`config.mk`:
```
export PLATFORM = sky130hd
export DESIGN_NAME = ccp_timer_top
export DESIGN_NICKNAME = d
export VERILOG_FILES = /design/src/hdl/ccp_timer_pkg.sv /design/src/hdl/bit_sync.sv /design/src/hdl/ccp_unit.sv /design/src/hdl/ccp_timer_top.sv
export VERILOG_INCLUDE_DIRS = /design/src /design/src/hdl
export SDC_FILE = /design/constraint.sdc
export NUM_CORES = 1
export LEC_CHECK = 0
export ABC_AREA = 1
export CAP_MARGIN = 20
export CORE_ASPECT_RATIO = 1.4
export CORE_MARGIN = 2
export CORE_UTILIZATION = 40
export DETAILED_ROUTE_END_ITERATION = 10
export DONT_BUFFER_PORTS = 1
export GPL_TIMING_DRIVEN = 0
export SYNTH_ARGS = -nofsm -noshare
export SYNTH_HDL_FRONTEND = slang
export SYNTH_SLANG_ARGS = --single-unit
```
`constraint.sdc`:
```
create_clock -name clk -period 3.3 [get_ports clk]
set_input_delay 0.33 -clock clk [delete_from_list [all_inputs] [get_ports clk]]
set_output_delay 0.33 -clock clk [all_outputs]
set_load 0.01 [all_outputs]
```
`src/hdl/ccp_timer_regs.svh`:
```
// register offsets, field positions, reset values and timing counts
`ifndef CCP_TIMER_REGS_SVH
`define CCP_TIMER_REGS_SVH
`define OFF_FLAGS 8'h0c
`define OFF_FLAGS2 8'h0d
`define OFF_CNT_LOW 8'h0e
`define OFF_CNT_HIGH 8'h0f
`define OFF_TIMER_CTRL 8'h10
`define OFF_U1_LOW 8'h15
`define OFF_U1_HIGH 8'h16
`define OFF_U1_CTRL 8'h17
`define OFF_U2_LOW 8'h1b
`define OFF_U2_HIGH 8'h1c
`define OFF_U2_CTRL 8'h1d
`define OFF_ENABLES 8'h8c
`define OFF_ENABLES2 8'h8d
`define RST_TIMER_CTRL 8'h00
`define RST_UNIT_CTRL 8'h00
`define RST_FLAGS 8'h00
`define RST_ENABLES 8'h00
`define BIT_OVF_FLAG 0
`define BIT_U1_FLAG 2
`define BIT_U2_FLAG 0
`define FLAGS_MASK 8'h05
`define FLAGS2_MASK 8'h01
`define CTRL_MASK 8'h3f
`define MODE_OFF 4'h0
`define MODE_CAP_FALL 4'h4
`define MODE_CAP_RISE 4'h5
`define MODE_CAP_4 4'h6
`define MODE_CAP_16 4'h7
`define MODE_CMP_HIGH 4'h8
`define MODE_CMP_LOW 4'h9
`define MODE_CMP_SOFT 4'ha
`define MODE_CMP_TRIG 4'hb
`define CLK_PERIOD_NS 10
`define INSTR_PERIOD_NS 40
`define INSTR_DIV (`INSTR_PERIOD_NS / `CLK_PERIOD_NS)
`endif

```
`src/hdl/ccp_timer_pkg.sv`:
```
// types shared by the timer and capture/compare units
`default_nettype none
package ccp_timer_pkg;
`include "ccp_timer_regs.svh"
    typedef enum logic [3:0] {
        OP_OFF, OP_CAP_FALL, OP_CAP_RISE, OP_CAP_4, OP_CAP_16,
        OP_CMP_HIGH, OP_CMP_LOW, OP_CMP_SOFT, OP_CMP_TRIG, OP_PWM
    } unit_op_t;
    typedef struct packed {
        logic [1:0] unused;
        logic dutyLsbUpper;
        logic dutyLsbLower;
        logic [3:0] unitModeField;
    } unit_ctrl_t;
    typedef struct packed {
        logic [1:0] unused;
        logic prescaleSelectHigh;
        logic prescaleSelectLow;
        logic oscillatorEnable;
        logic externalClockSyncSelect;
        logic countSourceSelect;
        logic timerRunEnable;
    } timer_ctrl_t;
    typedef struct packed {
        logic [7:0] addr;
        logic [7:0] wdata;
        logic wr;
        logic rd;
    } reg_req_t;
    // reserved codes 0001..0011 fall back to off
    function automatic unit_op_t decode_mode(input logic [3:0] m);
        unit_op_t op;
        op = OP_OFF;
        if (m[3:2] == 2'h3) begin
            op = OP_PWM;
        end else begin
            case (m)
                `MODE_CAP_FALL: op = OP_CAP_FALL;
                `MODE_CAP_RISE: op = OP_CAP_RISE;
                `MODE_CAP_4: op = OP_CAP_4;
                `MODE_CAP_16: op = OP_CAP_16;
                `MODE_CMP_HIGH: op = OP_CMP_HIGH;
                `MODE_CMP_LOW: op = OP_CMP_LOW;
                `MODE_CMP_SOFT: op = OP_CMP_SOFT;
                `MODE_CMP_TRIG: op = OP_CMP_TRIG;
                default: op = OP_OFF;
            endcase
        end
        return op;
    endfunction
    function automatic logic is_compare(input unit_op_t op);
        return op inside {OP_CMP_HIGH, OP_CMP_LOW, OP_CMP_SOFT, OP_CMP_TRIG};
    endfunction
endpackage
`default_nettype wire

```
`src/hdl/bit_sync.sv`:
```
// two-flop synchroniser for asynchronous pin levels
`timescale 1ns/1ps
`default_nettype none
module bit_sync #(
    parameter int WIDTH = 1
) (
    input wire logic clk,
    input wire logic arst_n,
    input wire logic [WIDTH-1:0] asyncIn,
    output logic [WIDTH-1:0] syncOut
);
    logic [WIDTH-1:0] stage1_r;
    always_ff @(posedge clk or negedge arst_n) begin
        if (!arst_n) begin
            stage1_r <= '0;
            syncOut <= '0;
        end else begin
            stage1_r <= asyncIn;
            syncOut <= stage1_r;
        end
    end
endmodule
`default_nettype wire

```
`src/hdl/ccp_unit.sv`:
```
// one capture/compare/PWM unit with its value register pair
`timescale 1ns/1ps
`default_nettype none
module ccp_unit (
    input wire logic clk,
    input wire logic arst_n,
    input wire logic softRst,
    input var ccp_timer_pkg::unit_ctrl_t ctrl,
    input wire logic pinSync,
    input wire logic cycleTick,
    input wire logic timerTick,
    input wire logic [15:0] timerCnt,
    input wire logic [15:0] timerNext,
    input wire logic wrLow,
    input wire logic wrHigh,
    input wire logic [7:0] wdata,
    output logic [15:0] unitValue,
    output logic unitEvent,
    output logic specialTrig,
    output logic pinOut,
    output logic pinOe
);
    import ccp_timer_pkg::*;
    unit_op_t op, opPrev_r;
    logic pinPrev_r, rise, fall, matchNow, entering, capEv, cmpEv, oeNxt, pinNxt;
    logic [3:0] edgeCnt_r, edgeCnt_nxt;
    logic [9:0] pwmCnt_r, pwmCnt_nxt, duty;
    logic [15:0] value_nxt;

    assign op = decode_mode(ctrl.unitModeField);
    assign duty = {unitValue[7:0], ctrl.dutyLsbUpper, ctrl.dutyLsbLower};

    always_comb begin
        rise = pinSync & ~pinPrev_r;
        fall = ~pinSync & pinPrev_r;
        matchNow = timerTick && (timerNext == unitValue);
        entering = (op != opPrev_r);
        capEv = ((op == OP_CAP_FALL) && fall) || ((op == OP_CAP_RISE) && rise)
            || ((op == OP_CAP_4) && rise && (edgeCnt_r[1:0] == 2'h3))
            || ((op == OP_CAP_16) && rise && (edgeCnt_r == 4'hf));
        cmpEv = matchNow && is_compare(op);
        specialTrig = matchNow && (op == OP_CMP_TRIG);
        unitEvent = capEv | cmpEv;
        edgeCnt_nxt = edgeCnt_r;
        if (entering || softRst || !(op inside {OP_CAP_4, OP_CAP_16})) begin
            edgeCnt_nxt = 4'h0;
        end else if (rise) begin
            edgeCnt_nxt = edgeCnt_r + 4'h1;
        end
        value_nxt = unitValue;
        if (wrLow) begin
            value_nxt[7:0] = wdata;
        end
        if (wrHigh) begin
            value_nxt[15:8] = wdata;
        end
        // a capture beats a same-cycle software write; old results are lost
        if (capEv) begin
            value_nxt = timerCnt;
        end
        pwmCnt_nxt = (op == OP_PWM) ? pwmCnt_r + 10'(cycleTick) : 10'h000;
        pinNxt = 1'b0;
        if (op == OP_CMP_HIGH) begin
            pinNxt = entering ? 1'b0 : (matchNow ? 1'b1 : pinOut);
        end else if (op == OP_CMP_LOW) begin
            pinNxt = entering ? 1'b1 : (matchNow ? 1'b0 : pinOut);
        end else if (op == OP_PWM) begin
            pinNxt = pwmCnt_r < duty;
        end
        // soft interrupt and trigger modes leave the pin undriven
        oeNxt = op inside {OP_CMP_HIGH, OP_CMP_LOW, OP_PWM};
        if (softRst || op == OP_OFF) begin
            pinNxt = 1'b0;
            oeNxt = 1'b0;
            pwmCnt_nxt = 10'h000;
        end
    end

    always_ff @(posedge clk or negedge arst_n) begin
        if (!arst_n) begin
            opPrev_r <= OP_OFF;
            pinPrev_r <= 1'b0;
            edgeCnt_r <= 4'h0;
            pwmCnt_r <= 10'h000;
            unitValue <= 16'h0000;
            pinOut <= 1'b0;
            pinOe <= 1'b0;
        end else begin
            opPrev_r <= softRst ? OP_OFF : op;
            pinPrev_r <= pinSync;
            edgeCnt_r <= edgeCnt_nxt;
            pwmCnt_r <= pwmCnt_nxt;
            unitValue <= value_nxt;
            pinOut <= pinNxt;
            pinOe <= oeNxt;
        end
    end
endmodule
`default_nettype wire

```
`src/hdl/ccp_timer_top.sv`:
```
// shared 16-bit timer, its prescaler, two capture/compare units and registers
`timescale 1ns/1ps
`default_nettype none
`include "ccp_timer_regs.svh"
module ccp_timer_top (
    input wire logic clk,
    input wire logic arst_n,
    input wire logic otherRst,
    input var ccp_timer_pkg::reg_req_t busReq,
    output logic [7:0] rdata,
    input wire logic extClkPin,
    input wire logic [1:0] unitPinIn,
    output logic [1:0] unitPinOut,
    output logic [1:0] unitPinOe,
    output logic irq
);
    import ccp_timer_pkg::*;

    localparam logic [7:0] LowOff [2] = '{`OFF_U1_LOW, `OFF_U2_LOW};
    localparam logic [7:0] HighOff [2] = '{`OFF_U1_HIGH, `OFF_U2_HIGH};
    localparam logic [7:0] CtrlOff [2] = '{`OFF_U1_CTRL, `OFF_U2_CTRL};

    function automatic logic wr_at(input reg_req_t r, input logic [7:0] off);
        return r.wr && (r.addr == off);
    endfunction

    // synchronised pins
    logic [2:0] pinsSync;
    logic extSync;
    logic [1:0] unitSync;

    bit_sync #(.WIDTH(3)) pinSyncI (
        .clk(clk),
        .arst_n(arst_n),
        .asyncIn({extClkPin, unitPinIn}),
        .syncOut(pinsSync)
    );
    assign extSync = pinsSync[2];
    assign unitSync = pinsSync[1:0];

    // instruction cycle divider and count source
    logic [1:0] divCnt_r, divCnt_nxt;
    logic cycleTick;
    logic extPrev_r, extPrev_nxt, extRise, srcTick;

    always_comb begin
        cycleTick = (divCnt_r == 2'(`INSTR_DIV - 1));
        divCnt_nxt = cycleTick ? 2'h0 : divCnt_r + 2'h1;
        extPrev_nxt = extSync;
        extRise = extSync & ~extPrev_r;
    end

    always_ff @(posedge clk or negedge arst_n) begin
        if (!arst_n) begin
            divCnt_r <= 2'h0;
            extPrev_r <= 1'b0;
        end else begin
            divCnt_r <= divCnt_nxt;
            extPrev_r <= extPrev_nxt;
        end
    end

    // timer control, only power-on reset clears it
    timer_ctrl_t tctrl_r, tctrl_nxt;
    logic tctrlWr;

    always_comb begin
        tctrlWr = wr_at(busReq, `OFF_TIMER_CTRL);
        tctrl_nxt = tctrl_r;
        if (tctrlWr) begin
            tctrl_nxt = timer_ctrl_t'(busReq.wdata & `CTRL_MASK);
        end
    end

    always_ff @(posedge clk or negedge arst_n) begin
        if (!arst_n) begin
            tctrl_r <= timer_ctrl_t'(`RST_TIMER_CTRL);
        end else begin
            tctrl_r <= tctrl_nxt;
        end
    end

    // the pin edge is always resynchronised, so the sync select bit is
    // only stored; asynchronous counting is not offered
    assign srcTick = tctrl_r.countSourceSelect ? extRise : cycleTick;

    // prescaler
    logic [2:0] pre_r, pre_nxt, preLimit;
    logic cntWrLow, cntWrHigh, cntWr, timerTick;

    always_comb begin
        cntWrLow = wr_at(busReq, `OFF_CNT_LOW);
        cntWrHigh = wr_at(busReq, `OFF_CNT_HIGH);
        cntWr = cntWrLow | cntWrHigh;
        preLimit = 3'((3'h1 << {tctrl_r.prescaleSelectHigh, tctrl_r.prescaleSelectLow}) - 3'h1);
        timerTick = tctrl_r.timerRunEnable && srcTick && (pre_r == preLimit);
        pre_nxt = pre_r;
        if (cntWr) begin
            pre_nxt = 3'h0;
        end else if (tctrl_r.timerRunEnable && srcTick) begin
            pre_nxt = timerTick ? 3'h0 : pre_r + 3'h1;
        end
    end

    always_ff @(posedge clk or negedge arst_n) begin
        if (!arst_n) begin
            pre_r <= 3'h0;
        end else begin
            pre_r <= pre_nxt;
        end
    end

    // timer count
    logic [15:0] cnt_r, cnt_nxt, cntNext;
    logic [1:0] trigs;
    logic trig, ovfEv;

    assign trig = |trigs;

    always_comb begin
        cntNext = cnt_r + 16'h0001;
        cnt_nxt = cnt_r;
        ovfEv = 1'b0;
        // a software write beats a same-cycle trigger
        if (cntWrLow || cntWrHigh) begin
            if (cntWrLow) begin
                cnt_nxt[7:0] = busReq.wdata;
            end
            if (cntWrHigh) begin
                cnt_nxt[15:8] = busReq.wdata;
            end
        end else if (trig) begin
            cnt_nxt = 16'h0000;
        end else if (timerTick) begin
            cnt_nxt = cntNext;
            ovfEv = (cnt_r == 16'hffff);
        end
    end

    // count bytes carry no reset at all, not even the soft one
    always_ff @(posedge clk) begin
        cnt_r <= cnt_nxt;
    end

    // unit control registers and units
    unit_ctrl_t uctrl_r [2];
    unit_ctrl_t uctrl_nxt [2];
    logic [15:0] unitValue [2];
    logic [1:0] unitEvent;

    for (genvar u = 0; u < 2; u++) begin : gUnit
        always_comb begin
            uctrl_nxt[u] = uctrl_r[u];
            if (otherRst) begin
                uctrl_nxt[u] = unit_ctrl_t'(`RST_UNIT_CTRL);
            end else if (wr_at(busReq, CtrlOff[u])) begin
                uctrl_nxt[u] = unit_ctrl_t'(busReq.wdata & `CTRL_MASK);
            end
        end

        always_ff @(posedge clk or negedge arst_n) begin
            if (!arst_n) begin
                uctrl_r[u] <= unit_ctrl_t'(`RST_UNIT_CTRL);
            end else begin
                uctrl_r[u] <= uctrl_nxt[u];
            end
        end

        ccp_unit unitI (
            .clk(clk),
            .arst_n(arst_n),
            .softRst(otherRst),
            .ctrl(uctrl_r[u]),
            .pinSync(unitSync[u]),
            .cycleTick(cycleTick),
            .timerTick(timerTick),
            .timerCnt(cnt_r),
            .timerNext(cntNext),
            .wrLow(wr_at(busReq, LowOff[u])),
            .wrHigh(wr_at(busReq, HighOff[u])),
            .wdata(busReq.wdata),
            .unitValue(unitValue[u]),
            .unitEvent(unitEvent[u]),
            .specialTrig(trigs[u]),
            .pinOut(unitPinOut[u]),
            .pinOe(unitPinOe[u])
        );
    end

    // interrupt flags, enables and read port
    logic [7:0] flags_r, flags_nxt, flags2_r, flags2_nxt;
    logic [7:0] en_r, en_nxt, en2_r, en2_nxt, rdata_nxt;

    always_comb begin
        flags_nxt = flags_r;
        flags2_nxt = flags2_r;
        en_nxt = en_r;
        en2_nxt = en2_r;
        if (otherRst) begin
            flags_nxt = `RST_FLAGS;
            flags2_nxt = `RST_FLAGS;
            en_nxt = `RST_ENABLES;
            en2_nxt = `RST_ENABLES;
        end else begin
            if (wr_at(busReq, `OFF_FLAGS)) begin
                flags_nxt = flags_r & ~busReq.wdata;
            end
            if (wr_at(busReq, `OFF_FLAGS2)) begin
                flags2_nxt = flags2_r & ~busReq.wdata;
            end
            if (wr_at(busReq, `OFF_ENABLES)) begin
                en_nxt = busReq.wdata & `FLAGS_MASK;
            end
            if (wr_at(busReq, `OFF_ENABLES2)) begin
                en2_nxt = busReq.wdata & `FLAGS2_MASK;
            end
        end
        // set after clear, so an event in the clearing cycle is kept
        flags_nxt[`BIT_OVF_FLAG] = flags_nxt[`BIT_OVF_FLAG] | ovfEv;
        flags_nxt[`BIT_U1_FLAG] = flags_nxt[`BIT_U1_FLAG] | unitEvent[0];
        flags2_nxt[`BIT_U2_FLAG] = flags2_nxt[`BIT_U2_FLAG] | unitEvent[1];
        rdata_nxt = 8'h00;
        if (busReq.rd) begin
            case (busReq.addr)
                `OFF_FLAGS: rdata_nxt = flags_r;
                `OFF_FLAGS2: rdata_nxt = flags2_r;
                `OFF_CNT_LOW: rdata_nxt = cnt_r[7:0];
                `OFF_CNT_HIGH: rdata_nxt = cnt_r[15:8];
                `OFF_TIMER_CTRL: rdata_nxt = tctrl_r;
                `OFF_U1_LOW: rdata_nxt = unitValue[0][7:0];
                `OFF_U1_HIGH: rdata_nxt = unitValue[0][15:8];
                `OFF_U1_CTRL: rdata_nxt = uctrl_r[0];
                `OFF_U2_LOW: rdata_nxt = unitValue[1][7:0];
                `OFF_U2_HIGH: rdata_nxt = unitValue[1][15:8];
                `OFF_U2_CTRL: rdata_nxt = uctrl_r[1];
                `OFF_ENABLES: rdata_nxt = en_r;
                `OFF_ENABLES2: rdata_nxt = en2_r;
                default: rdata_nxt = 8'h00;
            endcase
        end
    end

    always_ff @(posedge clk or negedge arst_n) begin
        if (!arst_n) begin
            flags_r <= `RST_FLAGS;
            flags2_r <= `RST_FLAGS;
            en_r <= `RST_ENABLES;
            en2_r <= `RST_ENABLES;
            rdata <= 8'h00;
        end else begin
            flags_r <= flags_nxt;
            flags2_r <= flags2_nxt;
            en_r <= en_nxt;
            en2_r <= en2_nxt;
            rdata <= rdata_nxt;
        end
    end

    assign irq = |(flags_r & en_r) | |(flags2_r & en2_r);
endmodule
`default_nettype wire

```
==> summary.txt <==
Floorplan
  – Ports: 37
  – Die Y: between 150 and 200 um
  – Die ar.: 23700 um2
  – Die Wd: 131 um
  – Initial Util: 40.9%
  – Core Footprint: 21900 um2
  – Row Count: 64

Route
  – Top Metal Used: met5
  – Remaining DRCs: 0
  – DR vias: around 8.5k
  – DR WL met3: 2120 um
  – Drt via density: 5.59
  – Wire per inst: slightly above 20 um
  – Routed WL: between 30000 and 40000 um
  – Metal2 WL: roughly 15000 um
  – Initial DRT Pass Iterations: 8
  – Met1 wire length: around 11000 um
  – Drt initial violations: 869
  – Antenna viol nets, final: 0

Setup path
  – CP arrival: about 3.1 ns
  – CP Launch Type: input pin
  – Top delay family on crit path: buffers and inverters
  – Crit path max fanout: 10
  – Worst Path Required: ~3.4 ns
  – FF-to-FF End: cnt_r[9]
  – CP Buf/Inv Count: 5
  – Worst reg2reg path startpoint: cnt_r[1]
  – CP Class: in -> reg
  – Crit-path cells: buf_2, clkinv_1, nor3_2, inv_1, clkbuf_1, nand2_1, inv_1, a21oi_2
  – R2R setup slack: between 0.3 and 0.4 ns
  – Most used cell, CP: inv_1
  – CP max stage delay: about 0.8 ns
  – R2R depth: 13
  – Critical path endpoint category: register
  – Crit-path slowest cell: nor3_2

CTS
  – CTS tree: yes
  – Worst-skew pair later-pin latency: 0.44 ns
  – Clock slew at reported path FFs: ~0.060 ns
  – Clock Path Buffers: 2
  – CTS buffer count: 17
  – CTS HTree Levels: 4
  – CTS sink count: 147
  – Cts-stage hold buffer count: 4
  – Root Driver: clkbuf_16

Synth
  – Mapped Cells: roughly 1.2k
  – EDFF count, synth: 16
  – Seq/Total Area, Yosys: approximately two fifths
  – Ys Warns: 0
  – Mapped cell area: roughly 9000 um2
  – Post-synthesis adder-cell area fraction: under 10%
  – Largest family of logic cells by synthesized area: simple AND/OR/NAND/NOR gates
  – Fraction of registers with async set/reset: 89.1%
  – Syn Area/Cell: roughly 7.6 um2
  – #FFs+latches synth: between 100 and 150
  – Post-Synth Simple-Gate Area: between 30 and 40%
  – Post-synth top flop: dfrtp_1
  – Compound-Gate Fraction of Synth Area: around a tenth
  – Netlist cell types: between 40 and 50
  – Post-synthesis mux area share: less than 1%
  – Syn_nets: 1243
  – Post-Synth XOR/XNOR Area: around 3.5%

Global routing
  – Initial antenna violation count: 1
  – Total track usage: between 20% and 30%
  – Largest net degree at the start of global routing: about 130
  – GRT overflow: 0
  – Vias in the first global route: just over 8k
  – First-pass GRT wire length: roughly 46000 um

Placement
  – GPL Wtd Cong: ~1
  – Placed cell count: 1485
  – I/O Buffers: 0
  – Place WS: -0.453 ns
  – Post-DP HPWL: ~24000 um

Power
  – Static leakage: between 0.004 and 0.005 uW
  – Design Power: ~5600 uW
  – PwrDens: ~560 nW/um2
  – Power share of the combinational group: between 20% and 30%
  – NetSw: roughly 1800 uW
  – Switching Share: between 30% and 40%
  – Internal Pwr Total: ~3800 uW
  – Worst vdd ir: 0.357 mV
  – Clock Power Share: 37.2%
  – Sequential share of power: between 40% and 50%

Finish
  – Layout cell share with drive strength beyond 1: 6.94%
  – Util after Layout: 45.6%
  – Reg area: roughly 3800 um2
  – Post-Layout Cell Count: ~1.5k
  – Area Growth Syn to Fin: 11.5%
  – Diodes inserted: 0
  – Area of the multi-input gates: 4470 um2
  – # nets final: between 1k and 1.5k
  – Fill cells: between 2k and 2.5k

Timing
  – Max Fclk: ~330 MHz
  – Total negative slack: 0 ns
  – WHS: -0.406 ns
  – Final Hold Fails: between 100 and 150
  – Final Cycle Share: approximately 92%
  – Fin. max-slew vios: 0
  – Worst-margin pin slew: between 0.9 and 1 ns
  – Max Clock Skew: 0.0123 ns
  – Setup violators final: 0
  – Clock period minus worst slack: between 3 and 4 ns
  – RSZ-0062 raised after global routing: no
  – Worst slew margin relative to its limit: 37.0%
  – Min setup slack post-route: approximately 0.25 ns

Outcome
  – Status: finished, violations left
  – Violated checks: negative hold slack

Hold path
  – Worst hold path type: in -> async

Flow run
  – Max-cap violations: 0
==> Yosys cell counts, types with 2 or more instances <==
master / number / area, um2
inv_2: 9 / 33.8
xnor2_1: 7 / 61.3
a22oi_1: 8 / 60.1
nor3_2: 2 / 20.0
inv_1: 155 / 582
nor2_1: 120 / 450
edfxtp_1: 16 / 480
a31oi_1: 6 / 37.5
buf_4: 5 / 37.5
nand4_1: 39 / 244
or2_2: 4 / 25.0
a221oi_1: 12 / 105
nand3_1: 79 / 395
dfrtp_1: 131 / 3280
nand2_2: 5 / 31.3
o21a_1: 3 / 22.5
clkinv_1: 3 / 11.3
o211ai_1: 20 / 150
nor4_1: 3 / 18.8
o22ai_1: 12 / 75.1
buf_6: 2 / 22.5
nand3_4: 2 / 35.0
a21oi_1: 25 / 125
buf_2: 6 / 30.0
clkbuf_1: 8 / 30.0
ha_1: 31 / 388
o31ai_1: 7 / 52.6
xor2_1: 19 / 166
buf_1: 2 / 7.51
nor3b_1: 5 / 37.5
o21ai_0: 37 / 185
xnor3_1: 4 / 90.1
nand2_1: 350 / 1310
nor2_4: 5 / 56.3
nor2_2: 9 / 56.3
o221ai_1: 9 / 78.8
nand3b_1: 6 / 45.0
nor3_1: 13 / 65.1
==> worst register-to-register path, cell delays in order (launching register included) <==
cell,delay (ns)
edfxtp_1,0.50
ha_1,0.26
nand2_1,0.12
nor2_2,0.25
nand2_1,0.18
o21ai_2,0.19
nand3_1,0.09
nand2_1,0.07
nand3_1,0.11
nor2_2,0.26
nand3_4,0.23
buf_6,0.24
nand4_1,0.11
nand2_1,0.06
==> stage by stage <==
stage                     hold slack [ns]  instance area [um2]
after global placement             0.0408                 9350
after global routing               -0.422                10000
final                              -0.406                10000
after floorplan                    0.0344                 8980
after detailed placement           0.0407                 9350
after CTS                          -0.423                10000
==> sequential cells by signal, summed over array words and instances, names as in the netlist <==
signal,count
gUnit.unitI.pinPrev_r,2
extPrev_r,1
gUnit.unitI.pinOe,2
flags_r,8
rdata,8
gUnit.unitI.opPrev_r,8
gUnit.unitI.unitValue,32
pinSyncI.stage1_r,3
divCnt_r,2
en2_r,1
gUnit.unitI.pwmCnt_r,20
gUnit.unitI.pinOut,2
tctrl_r,6
pinSyncI.syncOut,3
gUnit.unitI.edgeCnt_r,8
flags2_r,8
pre_r,3
en_r,2
cnt_r,16
uctrl_r,12
==> power groups by stage <==
| stage | combinational (uW) | sequential, uW | clock [uW] |
|---|---|---|---|
| finish | 1150 | 2360 | 2080 |
| global route | 1280 | 2370 | 2170 |
| CTS | 1140 | 2340 | 2100 |
| detailed placement | 1120 | 2380 | 0 |
| global placement | 1110 | 2370 | 0 |
| floorplan | 830 | 2250 | 0 |
==> cell usage in the layout, fill, tap and decap left out, types with 4 or more instances in the layout <==
cell type / netlist / final
a21oi_1: 25 / 23
a221oi_1: 12 / 12
a22oi_1: 8 / 8
a31oi_1: 6 / 6
buf_2: 6 / 6
buf_4: 5 / 5
bufinv_16: 0 / 4
clkbuf_1: 8 / 10
clkbuf_16: 0 / 17
dfrtp_1: 131 / 131
dlygate4sd3_1: 0 / 4
edfxtp_1: 16 / 16
ha_1: 31 / 31
inv_1: 155 / 155
inv_2: 9 / 9
nand2_1: 350 / 350
nand2_2: 5 / 5
nand3_1: 79 / 79
nand3b_1: 6 / 6
nand4_1: 39 / 39
nor2_1: 120 / 120
nor2_2: 9 / 9
nor2_4: 5 / 5
nor3_1: 13 / 13
nor3b_1: 5 / 5
o211ai_1: 20 / 20
o21ai_0: 37 / 37
o221ai_1: 9 / 9
o22ai_1: 12 / 12
o31ai_1: 7 / 7
or2_2: 4 / 4
xnor2_1: 7 / 7
xnor3_1: 4 / 4
xor2_1: 19 / 19
==> cell type report <==
type | instances | area share (%)
Multi-Input combinational cell | 851 | 44.7
Sequential cell | 147 | 37.5
Inverter | 167 | 6.26
Clock buffer | 19 | 4.32
Tap cell | 297 | 3.71
Clock inverter | 13 | 1.82
Buffer | 23 | 1.27
Timing Repair Buffer | 4 | 0.400
==> how the worst max path moves through the flow <==
| stage | start | end | slack (ns) | depth (start not counted) |
|---|---|---|---|---|
| 2_1_floorplan | busReq[14] | cnt_r[0] | 1.02 | 10 |
| 3_3_place_gp | busReq[1] | cnt_r[3] | -0.49 | 8 |
| 3_5_place_dp | busReq[1] | cnt_r[3] | -0.45 | 8 |
| 4_1_cts | busReq[1] | cnt_r[14] | 0.07 | 8 |
| 5_1_grt | busReq[1] | cnt_r[5] | 0.23 | 8 |
| 6_report | busReq[1] | cnt_r[3] | 0.25 | 8 |
==> per-layer routing <==
metal | GRT usage [%] | up-vias
li1 | - | 3966
met1 | 30.4 | 4029
met2 | 44.3 | 370
met3 | 5.54 | 131
met4 | 17.8 | 2
met5 | 0 | -
==> kinds of logic (layout without fill, tap and decap cells) <==
group,Yosys count,count (layout)
buffers and inverters,190,226
DFF,147,147
AOI/OAI and AO/OA,145,145
and+or+nand+nor,644,644
adders and majority gates,31,31
xor gates and xnor gates,30,30
muxes,1,1
==> repair_timing <==
item                                   4_1_cts  5_1_grt
setup endpoints to repair                    8        8
gates cloned                                 0        0
resized for setup                            1        1
endpoints found under the hold margin      138      131
pin swaps                                    0        0
setup buffers                                0        0
(Power assumes the default switching activity.)
